$ cat config.mk
export PLATFORM = sky130hd
export DESIGN_NAME = hpl_hotplug_detect
export DESIGN_NICKNAME = d
export VERILOG_FILES = /design/src/hpl_pkg.sv /design/src/hpl_hotplug_detect.sv /design/src/hpl_pulse_meas.sv /design/src/hpl_sync3.sv
export SDC_FILE = /design/constraint.sdc
export NUM_CORES = 1
export LEC_CHECK = 0
export BUFFER_PORTS_ARGS = -buffer_cell sky130_fd_sc_hd__clkbuf_2
export CORE_MARGIN = 2
export CORE_UTILIZATION = 46
export CTS_CLUSTER_SIZE = 8
export DETAILED_ROUTE_END_ITERATION = 16
export GPL_ROUTABILITY_DRIVEN = 0
export PLACE_DENSITY = 0.77
export SLEW_MARGIN = 20
export SYNTH_ARGS = -nofsm -noshare
export SYNTH_HDL_FRONTEND = slang
export SYNTH_SLANG_ARGS = --single-unit
export TNS_END_PERCENT = 50
$ cat constraint.sdc
create_clock -name aclk -period 3.55 [get_ports aclk]
set_input_delay 0.5325 -clock aclk [delete_from_list [all_inputs] [get_ports aclk]]
set_output_delay 0.5325 -clock aclk [all_outputs]
set_load 0.05 [all_outputs]
$ cat src/hpl_pkg.sv
// Purpose: constants and types of the hot-plug pulse detector
// Assumes: 125 MHz aclk, 1 us measuring tick
// Notes:   register offsets are byte addresses of aligned 32-bit words
package hpl_pkg;
    localparam int          HPL_NPORT       = 2;
    localparam int          HPL_ADDR_W      = 4;
    localparam logic [3:0]  HPL_OFF_CTL     = 4'h0;
    localparam logic [3:0]  HPL_OFF_INT_ST  = 4'h4;
    localparam logic [3:0]  HPL_OFF_INT_CLR = 4'h8;
    localparam logic [3:0]  HPL_OFF_INT_EN  = 4'hc;
    localparam int          HPL_PORT_STRIDE = 8;
    localparam int          HPL_ST_LSB      = 0;
    localparam int          HPL_SEL_LSB     = 2;
    localparam int          HPL_EN_BIT      = 4;
    localparam logic [1:0]  HPL_RESP_OKAY   = 2'h0;
    localparam logic [1:0]  HPL_RESP_SLVERR = 2'h2;
    localparam logic [3:0]  HPL_INT_RST     = 4'h0;
    localparam int          HPL_CLK_NS      = 8;
    localparam int          HPL_TICK_NS     = 1000;
    localparam int          HPL_TICK_CYCLES = HPL_TICK_NS / HPL_CLK_NS;
    localparam real         HPL_TICKS_PER_MS = 1000.0;
    localparam real         HPL_T_SEL0_MS   = 2.0;
    localparam real         HPL_T_SEL1_MS   = 4.5;
    localparam real         HPL_T_SEL2_MS   = 6.0;
    localparam real         HPL_T_SEL3_MS   = 100.0;
    localparam int          HPL_THR_W       = 17;
    localparam logic [16:0] HPL_THR_SEL0    = 17'(int'(HPL_T_SEL0_MS * HPL_TICKS_PER_MS));
    localparam logic [16:0] HPL_THR_SEL1    = 17'(int'(HPL_T_SEL1_MS * HPL_TICKS_PER_MS));
    localparam logic [16:0] HPL_THR_SEL2    = 17'(int'(HPL_T_SEL2_MS * HPL_TICKS_PER_MS));
    localparam logic [16:0] HPL_THR_SEL3    = 17'(int'(HPL_T_SEL3_MS * HPL_TICKS_PER_MS));

    // one port's slice of the control register, bits [4:0] of its byte
    typedef struct packed {
        logic       en;
        logic [1:0] sel;
        logic [1:0] st;
    } hpl_port_ctl_t;

    localparam hpl_port_ctl_t HPL_PORT_CTL_RST = 5'h00;

    typedef enum logic [1:0] {
        HPL_ST_WAIT = 2'b00,
        HPL_ST_HIGH = 2'b01,
        HPL_ST_LOW  = 2'b10
    } hpl_meas_st_t;

    function automatic logic [16:0] hpl_thr(input logic [1:0] sel);
        case (sel)
            2'h0:    hpl_thr = HPL_THR_SEL0;
            2'h1:    hpl_thr = HPL_THR_SEL1;
            2'h2:    hpl_thr = HPL_THR_SEL2;
            default: hpl_thr = HPL_THR_SEL3;
        endcase
    endfunction : hpl_thr
endpackage : hpl_pkg

$ cat src/hpl_hotplug_detect.sv
// Purpose: hot-plug pulse detector for ports B and C with AXI4-Lite registers
// Assumes: aclk at 125 MHz, AXI master keeps one read and one write in flight
// Notes:   ctl 0x0, int status 0x4, int clear 0x8, int enable 0xc
//
// The implementer's own choices: the placing of the registers and the AXI4-Lite interface to the registers.
`timescale 1ns/1ps
module hpl_hotplug_detect #(
    parameter int unsigned TICK_CYCLES = hpl_pkg::HPL_TICK_CYCLES // cycles per tick
) (
    input  wire logic        aclk,                            // core clock
    input  wire logic        aresetn,                         // sync reset, active low
    input  wire logic        ce,                              // clock enable
    input  wire logic        port_b_hot_plug_detect_line,     // port B pin
    input  wire logic        port_c_hot_plug_detect_line,     // port C pin
    input  wire logic [3:0]  s_axi_awaddr,                    // write address
    input  wire logic        s_axi_awvalid,                   // write address valid
    output logic             s_axi_awready,                   // write address ready
    input  wire logic [31:0] s_axi_wdata,                     // write data
    input  wire logic [3:0]  s_axi_wstrb,                     // byte strobes
    input  wire logic        s_axi_wvalid,                    // write data valid
    output logic             s_axi_wready,                    // write data ready
    output logic [1:0]       s_axi_bresp,                     // write response
    output logic             s_axi_bvalid,                    // write response valid
    input  wire logic        s_axi_bready,                    // write response ready
    input  wire logic [3:0]  s_axi_araddr,                    // read address
    input  wire logic        s_axi_arvalid,                   // read address valid
    output logic             s_axi_arready,                   // read address ready
    output logic [31:0]      s_axi_rdata,                     // read data
    output logic [1:0]       s_axi_rresp,                     // read response
    output logic             s_axi_rvalid,                    // read data valid
    input  wire logic        s_axi_rready,                    // read data ready
    output logic             interrupt_status_vector_hotplug, // live OR of status
    output logic             irq                              // level interrupt
);
    localparam int NP = hpl_pkg::HPL_NPORT;
    localparam int TW = $clog2(TICK_CYCLES + 1);

    hpl_pkg::hpl_port_ctl_t ctl_r [NP];
    logic [31:0]            ctl_rd;
    logic [NP-1:0]          pins;
    logic [NP-1:0]          line_s;
    logic [NP-1:0]          evt_short;
    logic [NP-1:0]          evt_long;
    logic [2*NP-1:0]        evt_vec;
    logic [2*NP-1:0]        int_st_r;
    logic [2*NP-1:0]        int_en_r;
    logic [NP-1:0]          port_pend;
    logic [TW-1:0]          tick_cnt_r;
    logic                   tick;

    logic                   aw_got_r;
    logic [3:0]             awaddr_r;
    logic                   w_got_r;
    logic [31:0]            wdata_r;
    logic [3:0]             wstrb_r;
    logic                   wr_do;
    logic                   wr_ctl;
    logic                   wr_clr;
    logic                   wr_en;
    logic                   rd_do;
    logic [31:0]            rd_word;
    logic [1:0]             rd_resp;
    logic [1:0]             wr_resp;
    logic                   bvalid_r;
    logic                   rvalid_r;

    assign pins = {port_c_hot_plug_detect_line, port_b_hot_plug_detect_line};

    // ---- measuring tick
    always_ff @(posedge aclk) begin
        if (!aresetn) begin
            tick_cnt_r <= '0;
        end else if (ce) begin
            if (tick) begin
                tick_cnt_r <= '0;
            end else begin
                tick_cnt_r <= tick_cnt_r + TW'(1);
            end
        end
    end

    assign tick = (tick_cnt_r == TW'(TICK_CYCLES - 1));

    // ---- per-port detection
    genvar gi;
    generate
        for (gi = 0; gi < NP; gi++) begin : g_port
            hpl_sync3 u_sync (
                .aclk    (aclk),
                .aresetn (aresetn),
                .ce      (ce),
                .pin     (pins[gi]),
                .q       (line_s[gi])
            );

            // only the buffer enable gates the line; port enable plays no part
            hpl_pulse_meas u_meas (
                .aclk      (aclk),
                .aresetn   (aresetn),
                .ce        (ce),
                .tick      (tick),
                .enable    (ctl_r[gi].en),
                .line      (line_s[gi]),
                .thr       (hpl_pkg::hpl_thr(ctl_r[gi].sel)),
                .short_evt (evt_short[gi]),
                .long_evt  (evt_long[gi])
            );

            // attach, detach and sink alerts all land here by width only
            assign evt_vec[2*gi]     = evt_short[gi];
            assign evt_vec[2*gi + 1] = evt_long[gi];
            assign port_pend[gi]     = |ctl_r[gi].st;

            assign ctl_rd[gi*hpl_pkg::HPL_PORT_STRIDE +: hpl_pkg::HPL_PORT_STRIDE] =
                {3'h0, ctl_r[gi]};

            // status set beats a write-one clear in the same cycle
            always_ff @(posedge aclk) begin
                if (!aresetn) begin
                    ctl_r[gi] <= hpl_pkg::HPL_PORT_CTL_RST;
                end else if (ce) begin
                    if (wr_ctl && wstrb_r[gi]) begin
                        ctl_r[gi].en  <= wdata_r[gi*hpl_pkg::HPL_PORT_STRIDE + hpl_pkg::HPL_EN_BIT];
                        ctl_r[gi].sel <= wdata_r[gi*hpl_pkg::HPL_PORT_STRIDE + hpl_pkg::HPL_SEL_LSB +: 2];
                        ctl_r[gi].st  <= (ctl_r[gi].st
                                          & ~wdata_r[gi*hpl_pkg::HPL_PORT_STRIDE + hpl_pkg::HPL_ST_LSB +: 2])
                                         | {evt_long[gi], evt_short[gi]};
                    end else begin
                        ctl_r[gi].st <= ctl_r[gi].st | {evt_long[gi], evt_short[gi]};
                    end
                end
            end
        end
    endgenerate

    assign ctl_rd[31:NP*hpl_pkg::HPL_PORT_STRIDE] = '0;

    // no latching here: masking happens in later interrupt stages
    assign interrupt_status_vector_hotplug = |port_pend;

    // ---- interrupt block
    always_ff @(posedge aclk) begin
        if (!aresetn) begin
            int_st_r <= hpl_pkg::HPL_INT_RST;
        end else if (ce) begin
            if (wr_clr && wstrb_r[0]) begin
                int_st_r <= (int_st_r & ~wdata_r[2*NP-1:0]) | evt_vec;
            end else begin
                int_st_r <= int_st_r | evt_vec;
            end
        end
    end

    always_ff @(posedge aclk) begin
        if (!aresetn) begin
            int_en_r <= hpl_pkg::HPL_INT_RST;
        end else if (ce && wr_en && wstrb_r[0]) begin
            int_en_r <= wdata_r[2*NP-1:0];
        end
    end

    assign irq = |(int_st_r & int_en_r);

    // ---- AXI4-Lite write path, address and data taken in any order
    // readies and valids drop with ce, so a frozen slave never shows a handshake it cannot take
    assign s_axi_awready = ce && !aw_got_r && !bvalid_r;
    assign s_axi_wready  = ce && !w_got_r && !bvalid_r;
    assign wr_do         = aw_got_r && w_got_r;
    assign wr_ctl        = wr_do && (awaddr_r == hpl_pkg::HPL_OFF_CTL);
    assign wr_clr        = wr_do && (awaddr_r == hpl_pkg::HPL_OFF_INT_CLR);
    assign wr_en         = wr_do && (awaddr_r == hpl_pkg::HPL_OFF_INT_EN);

    always_ff @(posedge aclk) begin
        if (!aresetn) begin
            aw_got_r <= 1'b0;
            awaddr_r <= 4'h0;
        end else if (ce) begin
            if (s_axi_awvalid && s_axi_awready) begin
                aw_got_r <= 1'b1;
                awaddr_r <= s_axi_awaddr;
            end else if (wr_do) begin
                aw_got_r <= 1'b0;
            end
        end
    end

    always_ff @(posedge aclk) begin
        if (!aresetn) begin
            w_got_r <= 1'b0;
            wdata_r <= 32'h00000000;
            wstrb_r <= 4'h0;
        end else if (ce) begin
            if (s_axi_wvalid && s_axi_wready) begin
                w_got_r <= 1'b1;
                wdata_r <= s_axi_wdata;
                wstrb_r <= s_axi_wstrb;
            end else if (wr_do) begin
                w_got_r <= 1'b0;
            end
        end
    end

    // the status register is read-only, so a write to it is refused
    always_comb begin
        if (wr_ctl || wr_clr || wr_en) begin
            wr_resp = hpl_pkg::HPL_RESP_OKAY;
        end else begin
            wr_resp = hpl_pkg::HPL_RESP_SLVERR;
        end
    end

    always_ff @(posedge aclk) begin
        if (!aresetn) begin
            bvalid_r    <= 1'b0;
            s_axi_bresp <= hpl_pkg::HPL_RESP_OKAY;
        end else if (ce) begin
            if (wr_do) begin
                bvalid_r    <= 1'b1;
                s_axi_bresp <= wr_resp;
            end else if (s_axi_bready) begin
                bvalid_r    <= 1'b0;
            end
        end
    end

    assign s_axi_bvalid = bvalid_r && ce;

    // ---- AXI4-Lite read path
    assign s_axi_arready = ce && !rvalid_r;
    assign rd_do         = s_axi_arvalid && s_axi_arready;

    always_comb begin
        rd_resp = hpl_pkg::HPL_RESP_OKAY;
        case (s_axi_araddr)
            hpl_pkg::HPL_OFF_CTL:     rd_word = ctl_rd;
            hpl_pkg::HPL_OFF_INT_ST:  rd_word = {{(32-2*NP){1'b0}}, int_st_r};
            hpl_pkg::HPL_OFF_INT_CLR: rd_word = 32'h00000000;
            hpl_pkg::HPL_OFF_INT_EN:  rd_word = {{(32-2*NP){1'b0}}, int_en_r};
            default: begin
                rd_word = 32'h00000000;
                rd_resp = hpl_pkg::HPL_RESP_SLVERR;
            end
        endcase
    end

    always_ff @(posedge aclk) begin
        if (!aresetn) begin
            rvalid_r    <= 1'b0;
            s_axi_rdata <= 32'h00000000;
            s_axi_rresp <= hpl_pkg::HPL_RESP_OKAY;
        end else if (ce) begin
            if (rd_do) begin
                rvalid_r    <= 1'b1;
                s_axi_rdata <= rd_word;
                s_axi_rresp <= rd_resp;
            end else if (s_axi_rready) begin
                rvalid_r    <= 1'b0;
            end
        end
    end

    assign s_axi_rvalid = rvalid_r && ce;
endmodule : hpl_hotplug_detect

$ cat src/hpl_pulse_meas.sv
// Purpose: measure low pulses on a synchronised detect line
// Assumes: tick is a one-cycle strobe every microsecond
// Notes:   a pulse is judged on its rising edge
`timescale 1ns/1ps
module hpl_pulse_meas (
    input  wire logic        aclk,      // core clock
    input  wire logic        aresetn,   // sync reset, active low
    input  wire logic        ce,        // clock enable
    input  wire logic        tick,      // measuring tick
    input  wire logic        enable,    // input buffer enable
    input  wire logic        line,      // synchronised level
    input  wire logic [16:0] thr,       // short threshold in ticks
    output logic             short_evt, // short pulse seen
    output logic             long_evt   // long pulse seen
);
    hpl_pkg::hpl_meas_st_t state_r;
    logic [16:0]           cnt_r;

    always_ff @(posedge aclk) begin
        if (!aresetn) begin
            state_r <= hpl_pkg::HPL_ST_WAIT;
        end else if (ce) begin
            if (!enable) begin
                state_r <= hpl_pkg::HPL_ST_WAIT;
            end else begin
                case (state_r)
                    // a line already low when enabled has no known start
                    hpl_pkg::HPL_ST_WAIT: if (line) state_r <= hpl_pkg::HPL_ST_HIGH;
                    hpl_pkg::HPL_ST_HIGH: if (!line) state_r <= hpl_pkg::HPL_ST_LOW;
                    hpl_pkg::HPL_ST_LOW:  if (line) state_r <= hpl_pkg::HPL_ST_HIGH;
                    default:              state_r <= hpl_pkg::HPL_ST_WAIT;
                endcase
            end
        end
    end

    // width counter saturates so 100 ms cannot wrap to short
    always_ff @(posedge aclk) begin
        if (!aresetn) begin
            cnt_r <= 17'h00000;
        end else if (ce) begin
            if (state_r != hpl_pkg::HPL_ST_LOW) begin
                cnt_r <= 17'h00000;
            end else if (tick && (cnt_r != 17'h1ffff)) begin
                cnt_r <= cnt_r + 17'h00001;
            end
        end
    end

    always_ff @(posedge aclk) begin
        if (!aresetn) begin
            short_evt <= 1'b0;
            long_evt  <= 1'b0;
        end else if (ce) begin
            short_evt <= 1'b0;
            long_evt  <= 1'b0;
            if (enable && (state_r == hpl_pkg::HPL_ST_LOW) && line) begin
                short_evt <= (cnt_r < thr);
                long_evt  <= !(cnt_r < thr);
            end
        end
    end
endmodule : hpl_pulse_meas

$ cat src/hpl_sync3.sv
// Purpose: three-stage synchroniser for one pin
// Assumes: pin is asynchronous to aclk
// Notes:   output moves only when stages two and three agree
`timescale 1ns/1ps
module hpl_sync3 (
    input  wire logic aclk,    // core clock
    input  wire logic aresetn, // sync reset, active low
    input  wire logic ce,      // clock enable
    input  wire logic pin,     // raw pin
    output logic      q        // filtered level
);
    logic s1_r;
    logic s2_r;
    logic s3_r;

    always_ff @(posedge aclk) begin
        if (!aresetn) begin
            s1_r <= 1'b0;
            s2_r <= 1'b0;
            s3_r <= 1'b0;
        end else if (ce) begin
            s1_r <= pin;
            s2_r <= s1_r;
            s3_r <= s2_r;
        end
    end

    always_ff @(posedge aclk) begin
        if (!aresetn) begin
            q <= 1'b0;
        end else if (ce && (s2_r == s3_r)) begin
            q <= s3_r;
        end
    end
endmodule : hpl_sync3
# [Yosys cells after proc, flatten, opt, wreduce, memory -nomap -nowiden]
# Memory sizes are Yosys's and may differ from the RTL's.
# Index checks and enable logic that the tools add are counted.
[word_totals] n_memories=1 out_inout_bits=43 mem_bits_rw=10 input_bits=54 ff_bits=124
[mem_list] memory="ctl_r" words=2 width=5 read_ports=2 rd_clocked_by_memory_dff=0 write_ports=2 line="hpl_hotplug_detect.sv:38" source="hpl_pkg::hpl_port_ctl_t ctl_r [NP];"
[op_classes] eq_ne=24 reduce_logical=64 n_mux=55 add_sub_neg=3 bitwise_logic=21 order_cmp=2
[op_table] operator="$pmux W17 S3" count=2
[op_table] operator="$mux W17" count=4
[op_table] operator="$pmux W13 S3" count=1
[op_table] operator="$add A17 B1 Y17 const B" count=2
[op_table] operator="$lt A17 B17 Y1" count=2
[op_table] operator="$ne A17 B17 Y1 const B" count=2
[op_table] operator="$mux W1" count=30
[op_table] operator="$mux W2" count=14
[op_table] operator="$logic_and A1 B1 Y1" count=27
[op_table] operator="$reduce_and A2 Y1" count=10
[op_table] operator="$eq A4 B4 Y1 const B" count=4
[op_table] operator="$ne A3 B3 Y1 const B" count=4
[op_table] operator="$reduce_bool A2 Y1" count=6
[op_table] operator="$reduce_or A4 Y1" count=3
[op_table] operator="$and A4 B4 Y4" count=2
[op_table] operator="$eq A2 B1 Y1 const B" count=4
[op_table] operator="$eq A2 B2 Y1 const B" count=4
[op_table] operator="$logic_not A2 Y1" count=4
[op_table] operator="$logic_not A4 Y1" count=2
[op_table] operator="$or A1 B1 Y1" count=8
[op_table] operator="$or A2 B2 Y2" count=4
[op_table] operator="$or A4 B4 Y4" count=2
[op_table] operator="$pmux W2 S2" count=2
[op_table] operator="$add A7 B1 Y7 const B" count=1
[op_table] operator="other kinds (13)" count=25

# [Longest topological paths before layout]
# Gate-level depths: netlist of run 1.
[depth] ltp_word=9 ltp_mapped=10 ltp_nobuf=9

# [Modules after synthesis]
# A second synthesis of run 1 with hierarchy kept.
[hier_totals] cells_unflattened=693 area_unflattened_um2=6108.4
[by_module_without_submodules] mod="hpl_hotplug_detect" area_each_um2=2965.3 seq_area_each_um2=1241.2 cells_per_inst=319 n_inst=1
[by_module_without_submodules] mod="hpl_pulse_meas" area_each_um2=1412.6 seq_area_each_um2=420.4 cells_per_inst=173 n_inst=2
[by_module_without_submodules] mod="hpl_sync3" area_each_um2=158.9 seq_area_each_um2=80.1 cells_per_inst=14 n_inst=2

# [Worst setup path after synthesis of run 1]
# Ideal clock, no wire load.
[synth_timing] kind="register to register" from="register g_port[1].u_meas.cnt_r[3]" to="register g_port[1].u_meas.cnt_r[12]" arrival_ns=2.133 required_time_ns=3.422 stages_incl_launch_ff=11 setup_ns=0.128 setup_slack_ns=1.290 cell_sequence="dfxtp_1 > and4_4 > nand2_4 > nor3_1 > ha_1 > nand4b_1 > a2bb2oi_1 > clkbuf_1 > nor3_1 > xnor2_1 > nor2_1"
[synth_between] elab_chain_len=4 elab_cells_between_ends=7
[synth_rtl] item="start, declared" line="hpl_pulse_meas.sv:17" source="logic [16:0] cnt_r;"
[synth_rtl] item="start signal, assigned" line="hpl_pulse_meas.sv:45" source="cnt_r <= cnt_r + 17'h00001;"
[synth_rtl] item="branches (longest 4 deep; another with $add A17 B1 Y17)"
# Several ways; the timed one is not identified. The select of a mux whose other input is x is not followed.
# A chain may end at the register's enable or synchronous reset.

==> results of run 1 <==
-- sequential cells by signal, summed over array words and instances (netlist names), 2 cells and up --
name / cells
g_port.u_sync.q: 2
g_port.u_meas.cnt_r: 34
tick_cnt_r: 7
ctl_r: 10
wdata_r: 10
g_port.u_sync.s2_r: 2
g_port.u_sync.s3_r: 2
g_port.u_meas.state_r: 4
s_axi_rdata: 10
g_port.u_meas.short_evt: 2
int_st_r: 4
g_port.u_sync.s1_r: 2
int_en_r: 4
g_port.u_meas.long_evt: 2
wstrb_r: 2
awaddr_r: 4
-- kinds of logic after synthesis --
kind of cell,count (synthesis),synth area share
adders and majority gates,32,0.0725
AOI/OAI and AO/OA,98,0.115
other,1,0.000679
muxes,21,0.0381
DFF,107,0.406
and+or+nand+nor,276,0.260
buffers and inverters,67,0.0628
xor gates and xnor gates,28,0.0444
-- metal layers --
metal	vias to the layer above	track usage
met2	114	0.320
li1	2237	-
met1	2101	0.232
met5	-	0
met3	15	0.0499
met4	0	0.0488
-- where the power goes --
part | total [mW] | switching [mW] | internal (mW)
sequential | 1.26 | 0.0211 | 1.24
clock | 1.02 | 0.468 | 0.548
combinational | 0.222 | 0.160 | 0.0618
total | 2.50 | 0.648 | 1.85
-- tightest hold or removal path, cell delays in order --
cell	delay, ps
clkbuf_2	80
nand2_1	40
a21boi_0	60
-- per-stage QoR --
stage | area (sq um) | setup slack (ps) | instances
6_report | 6110 | 1140 | 823
5_1_grt | 6110 | 891 | 823
4_1_cts | 6110 | 1140 | 823
3_5_place_dp | 5800 | 955 | 807
3_3_place_gp | 5800 | 1020 | 807
2_1_floorplan | 5610 | 1290 | 653
-- cell usage after synthesis, drive strengths merged, types with 2 or more instances --
cell	n	area (sq um)
dfxtp	97	1940
nand2	78	300
nor2	45	169
nor2b	43	269
ha	32	400
buf	28	200
nor3	25	130
a21oi	23	115
xnor2	23	201
inv	21	78.8
mux2i	21	210
o21ai	21	105
a22oi	18	135
clkbuf	18	67.6
a21boi	17	128
nand3	16	80.1
nand4	11	83.8
nor4	11	68.8
edfxtp	10	300
and2	8	50.1
and3	8	50.1
nand2b	7	43.8
and4	6	57.6
or3	6	37.5
xor2	5	43.8
a21o	4	30.0
nor4b	3	26.3
or4	3	22.5
a31oi	2	12.5
a32oi	2	17.5
o2111ai	2	17.5
-- cell type report --
class / count / area (sq um)
Clock buffer: 12 / 267
Tap cell: 147 / 184
Sequential cell: 107 / 2240
Timing Repair Buffer: 53 / 278
Clock inverter: 4 / 40.0
Fill cell: 1053 / 5750
Multi-Input combinational cell: 479 / 3020
Inverter: 21 / 78.8
-- worst max-delay path by stage --
stage / endpoint / slack, ps / startpoint / depth (start not counted)
2_1_floorplan: g_port[1].u_meas.cnt_r[12]$_SDFFE_PN0P_ / 1290 / g_port[1].u_meas.cnt_r[3]$_SDFFE_PN0P_ / 10
3_3_place_gp: g_port[0].u_meas.cnt_r[14]$_SDFFE_PN0P_ / 1020 / ce / 6
3_5_place_dp: g_port[0].u_meas.cnt_r[14]$_SDFFE_PN0P_ / 960 / ce / 6
4_1_cts: s_axi_arready / 1140 / ce / 4
5_1_grt: g_port[1].u_meas.short_evt$_SDFFE_PN0P_ / 890 / ctl_r[1][2]$_SDFFCE_PN0P_ / 7
6_report: g_port[1].u_meas.short_evt$_SDFFE_PN0P_ / 1140 / ctl_r[1][2]$_SDFFCE_PN0P_ / 7
==> results.py, run 1 <==
metrics = {
    "final_layout": {
        "final_common_cell": "dfxtp_1",
        "drive_gt1_frac": 0.111,
        "fin_nets": 757,
        "diodes": 0,
        "final_cell_mix": "dfxtp_1 (97), nand2_1 (77), clkbuf_2 (48)",
        "area_growth_pct": 10.6,
        "final_core_util": 0.515,
    },
    "floorplanning": {
        "die_h_um": 114,
        "dieWidth_um": 114,
        "ios": 97,
        "initial_core_util": 0.465,
        "placeableCoreArea_sq_um": 11900,
        "die_area_sq_um": 12900,
        "placementRows": 40,
    },
    "clock_network": {
        "ctsLongestPathBuffers": 2,
        "cts_hold_buffers": 0,
        "cts_resized": 0,
        "clkLatencyLatePin_ps": 350,
        "cts-root-buf": "clkbuf_16",
        "cts_tree": "built",
        "clkTransAtPathRegs_ps": 70,
        "htreeDepth": 3,
        "cts_setup_buffers": 0,
        "numCtsBuffers": 9,
        "cts_sinks": 107,
    },
    "setup_path": {
        "cp_common_cell": "ha_1",
        "r2r_slack_ps": 1140,
        "ff2ff_path_depth": 7,
        "cpLargestDelayFamily": "compound AO/OA/AOI/OAI gates",
        "path_cells": "ha_1 -> ha_1 -> nor4b_1 -> nor3_1 -> o311ai_0 -> o2111ai_1 -> o41ai_1",
        "cp_slowest_cell": "edfxtp_1",
        "worst-path-buf-inv": 0,
        "worst-setup-path-type": "flop to flop",
        "worstPathArrival_ps": 2640,
        "cpPeakStageDelay_ps": 500,
        "r2r_start": "ctl_r[1][2]$_SDFFCE_PN0P_",
        "critPathMaxFanout": 6,
        "reg2reg_to": "g_port[1].u_meas.short_evt$_SDFFE_PN0P_",
        "critPathRequiredTime_ps": 3790,
        "cp-start-kind": "flop",
        "end_kind": "flop",
    },
    "detailed_routing": {
        "top_layer_used": "met4",
        "vias": 4467,
        "firstDrtPassIters": 4,
        "route.met3.wl_um": 525,
        "wl_met1_um": 5170,
        "vias_per_cell": 5.43,
        "dr_wl_met2_um": 5740,
        "ant_nets": 0,
        "drtIter0Drc": 248,
        "drc": 0,
        "post_drt_wl_per_cell_um": 14.1,
        "finalWirelength_um": 11600,
    },
    "yosys": {
        "synth_area_sq_um": 5520,
        "synth_warnings": 0,
        "synth-edff-count": 10,
        "syn_avg_cell_area_sq_um": 8.76,
        "syn-instance-count": 630,
        "ys_ff_latch": 107,
        "yosysUniqueCellTypes": 53,
        "synth_flop_cell": "dfxtp_1",
        "async_flop_share": 0,
        "seq_area_frac_synth": 0.406,
    },
    "flow_run": {
        "cap_violations": 0,
    },
    "timing": {
        "timing.final.crit_share": 0.678,
        "period_minus_slack_ps": 2410,
        "max_freq_mhz": 415,
        "drv_slew": 0,
        "final.setup.tns_ps": 0,
        "skew_ps": 9.71,
        "tightest_slew_ps": 746,
        "setup_violations": 0,
        "hold_viol_final": 0,
        "whs_ps": 402,
        "rsz0062_at_grt": "no",
        "slew_headroom": 0.498,
    },
    "placement": {
        "dp.final_hpwl_um": 8510,
        "io_buffer_count": 48,
    },
    "power_and_ir_drop": {
        "p_per_area_nw_per_um2": 409,
        "leakagePower_nw": 2.38,
        "power_mw": 2.50,
        "ir_drop_v": 0.000228,
    },
    "global_routing": {
        "grtUsageTotal": 0.186,
        "grt_max_degree": 37,
        "antenna_found_initial": 0,
        "grt_pass1_vias": 4296,
        "grt_pass1_wl_um": 19700,
        "grt_overflow": 0,
    },
    "outcome": {
        "outcome": "finished clean",
    },
    "min_path": {
        "worstHoldStart": "s_axi_wdata[0]",
        "hold_end": "wdata_r[0]$_SDFFE_PN0P_",
        "hp-class": "input port to flop",
        "min_path_cells": 3,
    },
}
No activity file was read; power rests on OpenSTA's default activity.
==> inputs of run 2 (changes only) <==
--- a/config.mk
+++ b/config.mk
@@ -11,7 +11,7 @@
 export CTS_CLUSTER_SIZE = 8
 export DETAILED_ROUTE_END_ITERATION = 16
 export GPL_ROUTABILITY_DRIVEN = 0
-export PLACE_DENSITY = 0.77
+export PLACE_DENSITY = 0.79
 export SLEW_MARGIN = 20
 export SYNTH_ARGS = -nofsm -noshare
 export SYNTH_HDL_FRONTEND = slang
==> constraint.sdc (replaced) <==
create_clock -name aclk -period 1.97 [get_ports aclk]
set_input_delay 0.2955 -clock aclk [delete_from_list [all_inputs] [get_ports aclk]]
set_output_delay 0.2955 -clock aclk [all_outputs]
set_load 0.05 [all_outputs]
==> run 2 against run 1 <==
  * The run now ends with negative setup slack left
  * Hold slack lost 240 ps
  * Sequential share of layout area shrank 5.7 points
  * Register-to-register slack lost 1300 ps
  * Clock power grew 77%
  * Critical path depth grew 1
  * Total power grew 84%
  * Combinational power grew 130%
  * Setup slack lost 1300 ps
  * Sequential cell count is the same
  * Count of clock-buffer cells in the layout shrank 3
  * Critical path type unchanged
  * Largest power group unchanged
==> results.py, run 2 (same netlist as run 1, synthesis figures left out) <==
metrics = {
    "global_routing": {
        "grt_overflow": 0,
        "grtUsageTotal": 0.224,
        "grt_max_degree": 51,
        "antenna_found_initial": 0,
        "grt_pass1_vias": 5044,
        "grt_pass1_wl_um": 23500,
    },
    "setup_path": {
        "reg2reg_to": "g_port[1].u_meas.long_evt$_SDFFE_PN0P_",
        "crit_end": "g_port[1].u_meas.long_evt$_SDFFE_PN0P_",
        "worstPathArrival_ps": 2470,
        "cp-startpoint": "ctl_r[1][2]$_SDFFCE_PN0P_",
        "r2r_slack_ps": -190,
        "critPathMaxFanout": 4,
        "end_kind": "flop",
        "worst-setup-path-type": "flop to flop",
        "r2r_start": "ctl_r[1][2]$_SDFFCE_PN0P_",
        "critPathRequiredTime_ps": 2280,
        "cp-start-kind": "flop",
        "ff2ff_path_depth": 8,
    },
    "timing": {
        "slew_headroom": 0.644,
        "skew_ps": 10.1,
        "timing.final.crit_share": 1.10,
        "whs_ps": 164,
        "setup_violations": 13,
        "max_freq_mhz": 462,
        "hold_viol_final": 0,
        "rsz0062_at_grt": "yes",
        "tightest_slew_ps": 528,
        "drv_slew": 0,
        "fin_ws_ps": -193,
        "period_minus_slack_ps": 2160,
    },
    "final_layout": {
        "largest_register_ffs": 34,
        "fin_nets": 833,
        "top_register": "g_port.u_meas.cnt_r",
        "drive_gt1_frac": 0.301,
        "diodes": 0,
        "area_growth_pct": 31.5,
        "final_core_util": 0.612,
        "final_cell_mix": "dfxtp_1 (89), nand2_1 (77), buf_4 (76)",
        "final_common_cell": "dfxtp_1",
    },
    "power_and_ir_drop": {
        "leakagePower_nw": 2.86,
        "clockPowerShare": 0.394,
        "netSwitchingFraction": 0.282,
        "combPwrFrac": 0.113,
        "internal_power_mw": 3.30,
        "p_sw_mw": 1.30,
        "p_per_area_nw_per_um2": 634,
        "seqPwrFrac": 0.494,
        "ir_drop_v": 0.000402,
    },
    "placement": {
        "io_buffer_count": 48,
        "dp.final_hpwl_um": 9700,
    },
    "floorplanning": {
        "ios": 97,
        "placeableCoreArea_sq_um": 11900,
        "initial_core_util": 0.465,
        "dieWidth_um": 114,
        "placementRows": 40,
        "die_h_um": 114,
        "die_area_sq_um": 12900,
    },
    "clock_network": {
        "ctsLongestPathBuffers": 2,
        "clkLatencyLatePin_ps": 360,
        "cts_tree": "built",
        "cts-root-buf": "clkbuf_16",
        "cts_hold_buffers": 0,
        "htreeDepth": 3,
        "numCtsBuffers": 9,
        "clkTransAtPathRegs_ps": 80,
        "cts_sinks": 107,
    },
    "detailed_routing": {
        "vias_per_cell": 5.82,
        "post_drt_wl_per_cell_um": 18.2,
        "ant_nets": 0,
        "drtIter0Drc": 448,
        "finalWirelength_um": 16400,
        "drc": 0,
        "firstDrtPassIters": 5,
        "vias": 5235,
    },
    "min_path": {
        "hp-class": "input port to flop",
    },
    "outcome": {
        "violations": "negative setup slack",
        "outcome": "finished with violations",
    },
    "flow_run": {
        "cap_violations": 0,
    },
}
## run 2: routing by layer
metal,global-route usage,wire (um)
met1,0.259,6230
met2,0.391,8070
met3,0.0484,1210
met4,0.115,870
met5,0,0
## run 2: power groups by stage
stage / clock (mW) / sequential, mW / combinational [mW]
final: 1.81 / 2.27 / 0.519
after global routing: 1.89 / 2.27 / 0.550
after CTS: 1.82 / 2.27 / 0.469
after detailed placement: 0 / 2.32 / 0.443
after global placement: 0 / 2.31 / 0.427
after floorplan: 0 / 2.32 / 0.351
## run 2: how the worst min path moves through the flow
stage                     cells after the start                        to  slack (ps)                startpoint
after floorplan                               2  wdata_r[10]$_SDFFE_PN0P_         440  wdata_r[10]$_SDFFE_PN0P_
after global placement                        2   wdata_r[4]$_SDFFE_PN0P_         450   wdata_r[4]$_SDFFE_PN0P_
after detailed placement                      2   wstrb_r[1]$_SDFFE_PN0P_         450   wstrb_r[1]$_SDFFE_PN0P_
after CTS                                     3  wdata_r[10]$_SDFFE_PN0P_         160           s_axi_wdata[10]
after global routing                          3  wdata_r[11]$_SDFFE_PN0P_         180           s_axi_wdata[11]
final                                         3  wdata_r[10]$_SDFFE_PN0P_         160           s_axi_wdata[10]
## run 2: final cells by class
type | instances | area, sq um
clock buffers | 9 | 225
clock inverters | 7 | 66.3
fillers | 867 | 4600
inverters | 21 | 78.8
multi-input cells | 479 | 3560
flip-flops and latches | 107 | 2250
well taps | 147 | 184
repair buffers | 129 | 891
## run 2: repair_timing
| action | 4_1_cts | 5_1_grt |
|---|---|---|
| hold endpoints to repair | 0 | 0 |
| setup endpoints to repair | 21 | 27 |
| pin swaps | 17 | 20 |
| setup buffers | 8 | 4 |
| resized for setup | 37 | 60 |
| cloned | 0 | 0 |
## run 2: metrics by stage
step,instance area (sq um),power (mW),worst slack (ps),instances,setup TNS [ps]
after floorplan,5630,2.67,-18.0,653,-29.7
after global placement,6320,2.74,-116,871,-379
after detailed placement,6320,2.76,-255,871,-1070
after CTS,6910,4.55,-179,895,-315
after global routing,7260,4.72,-300,899,-3550
final,7260,4.60,-193,899,-1280
## run 2: worst max-delay path, cell delays in order, from the launching register on
cell and delay [ps]:
edfxtp_1 500, ha_4 230, inv_1 90, ha_1 370
nand2_1 140, nor4_2 290, o311ai_2 170, o2111ai_2 130
a22o_1 180
==> inputs of run 3 (changes only) <==
--- a/config.mk
+++ b/config.mk
@@ -11,7 +11,7 @@
 export CTS_CLUSTER_SIZE = 8
 export DETAILED_ROUTE_END_ITERATION = 16
 export GPL_ROUTABILITY_DRIVEN = 0
-export PLACE_DENSITY = 0.79
+export PLACE_DENSITY = 0.7
 export SLEW_MARGIN = 20
 export SYNTH_ARGS = -nofsm -noshare
 export SYNTH_HDL_FRONTEND = slang
==> run 3 against run 2 <==
  * The run still ends with negative setup slack left
  * Design area shrank 1.9%
  * Combinational power decreased by 7.3%
  * Register-to-register slack lost 50 ps
  * Clock power barely moved
  * Routed wire length decreased by 16%
  * Non-clock buffer count fell by 8
  * Hold slack worse by 12 ps
  * Sequential cell count did not move
  * Sequential power about the same
  * Maximum frequency is 2.1% lower
  * Total power down 1.0%
  * Sequential share of layout area increased by 0.67 points
  * Largest cell class unchanged
  * Highest routed layer unchanged
==> results.py, run 3 (same netlist as run 1, synthesis figures left out) <==
metrics = {
    "final_layout": {
        "area_growth_pct": 28.9,
        "final_cell_area_sq_um": 7120,
        "fin_nets": 825,
        "final_common_cell": "dfxtp_1",
        "final_cell_mix": "dfxtp_1 (86), nand2_1 (76), buf_4 (67)",
        "largest_register_ffs": 34,
        "top_register": "g_port.u_meas.cnt_r",
        "diodes": 0,
        "final_core_util": 0.600,
        "drive_gt1_frac": 0.284,
    },
    "setup_path": {
        "worst-setup-path-type": "flop to flop",
        "cp-start-kind": "flop",
        "end_kind": "flop",
        "critPathMaxFanout": 4,
        "worstPathArrival_ps": 2470,
        "critPathRequiredTime_ps": 2230,
    },
    "timing": {
        "skew_ps": 6.62,
        "drv_slew": 0,
        "timing.final.crit_share": 1.12,
        "setup_violations": 7,
        "fin_ws_ps": -239,
        "hold_viol_final": 0,
        "final.setup.tns_ps": -712,
        "period_minus_slack_ps": 2210,
        "max_freq_mhz": 453,
        "slew_headroom": 0.633,
        "rsz0062_at_grt": "yes",
        "tightest_slew_ps": 549,
    },
    "detailed_routing": {
        "firstDrtPassIters": 5,
        "post_drt_wl_per_cell_um": 15.5,
        "drc": 0,
        "finalWirelength_um": 13800,
        "vias_per_cell": 5.38,
        "vias": 4794,
        "drtIter0Drc": 235,
        "ant_nets": 0,
    },
    "floorplanning": {
        "dieWidth_um": 114,
        "initial_core_util": 0.465,
        "die_area_sq_um": 12900,
        "placementRows": 40,
        "die_h_um": 114,
        "placeableCoreArea_sq_um": 11900,
        "ios": 97,
    },
    "clock_network": {
        "cts_sinks": 107,
        "ctsLongestPathBuffers": 2,
        "htreeDepth": 3,
        "numCtsBuffers": 9,
        "cts_hold_buffers": 0,
        "clkTransAtPathRegs_ps": 80,
        "cts_tree": "built",
        "cts-root-buf": "clkbuf_16",
        "clkLatencyLatePin_ps": 360,
    },
    "placement": {
        "io_buffer_count": 48,
        "post-place-ws_ps": -249,
        "place_area_sq_um": 6330,
        "dp.final_hpwl_um": 9570,
    },
    "global_routing": {
        "grt_overflow": 0,
        "grt_pass1_wl_um": 21900,
        "antenna_found_initial": 0,
        "grt_pass1_vias": 4694,
        "grt_max_degree": 37,
        "grtUsageTotal": 0.210,
    },
    "power_and_ir_drop": {
        "leakagePower_nw": 2.86,
        "ir_drop_v": 0.000544,
        "p_per_area_nw_per_um2": 640,
        "power_mw": 4.55,
    },
    "flow_run": {
        "cap_violations": 0,
    },
    "min_path": {
        "hp-class": "input port to flop",
    },
    "outcome": {
        "violations": "negative setup slack",
        "outcome": "finished with violations",
    },
}
run 3: what timing repair did:
item,4_1_cts,5_1_grt
hold endpoints to repair,0,0
cloned,0,1
resized for setup,30,53
buffers inserted,2,3
pin swaps,15,16
setup endpoints to repair,10,35
run 3: power breakdown:
| group | switching, mW | internal [mW] |
|---|---|---|
| Clock | 0.910 | 0.893 |
| Combinational | 0.322 | 0.159 |
| Sequential | 0.0362 | 2.23 |
| Total | 1.27 | 3.28 |
run 3: worst paths after layout:
kind                             start                                      end  slack, ps  cells past startpoint
max          ctl_r[1][3]$_SDFFCE_PN0P_  g_port[1].u_meas.short_evt$_SDFFE_PN0P_       -240                      7
min                    s_axi_wdata[10]                 wdata_r[10]$_SDFFE_PN0P_        150                      3
max reg2reg  ctl_r[1][3]$_SDFFCE_PN0P_  g_port[1].u_meas.short_evt$_SDFFE_PN0P_       -240                      7
min reg2reg   wdata_r[12]$_SDFFE_PN0P_                 wdata_r[12]$_SDFFE_PN0P_        470                      2
run 3: area by class of cell:
cell class / count / area, sq um
fillers: 953 / 4740
multi-input cells: 479 / 3440
flip-flops and latches: 107 / 2260
repair buffers: 121 / 866
clock buffers: 9 / 225
well taps: 147 / 184
inverters: 21 / 78.8
clock inverters: 7 / 62.6
run 3: worst max-delay path: stages (launching register included):
cell and delay, ps:
edfxtp_1 510, ha_4 240, ha_1 310, nand4_1 140, nor3_2 70, o311ai_2 360, o2111ai_2 210, o41ai_2 260
run 3: layer usage:
metal | track usage | wire length [um] | up-vias
li1 | - | - | 2364
met1 | 0.259 | 5880 | 2266
met2 | 0.362 | 6990 | 137
met3 | 0.0361 | 645 | 27
met4 | 0.0894 | 332 | 0
met5 | 0 | 0 | -
run 3: through the flow:
step / hold WS [ps] / std cells
after global placement: 452 / 869
final: 151 / 891
after global routing: 168 / 891
after CTS: 149 / 887
after detailed placement: 459 / 869
after floorplan: 439 / 653
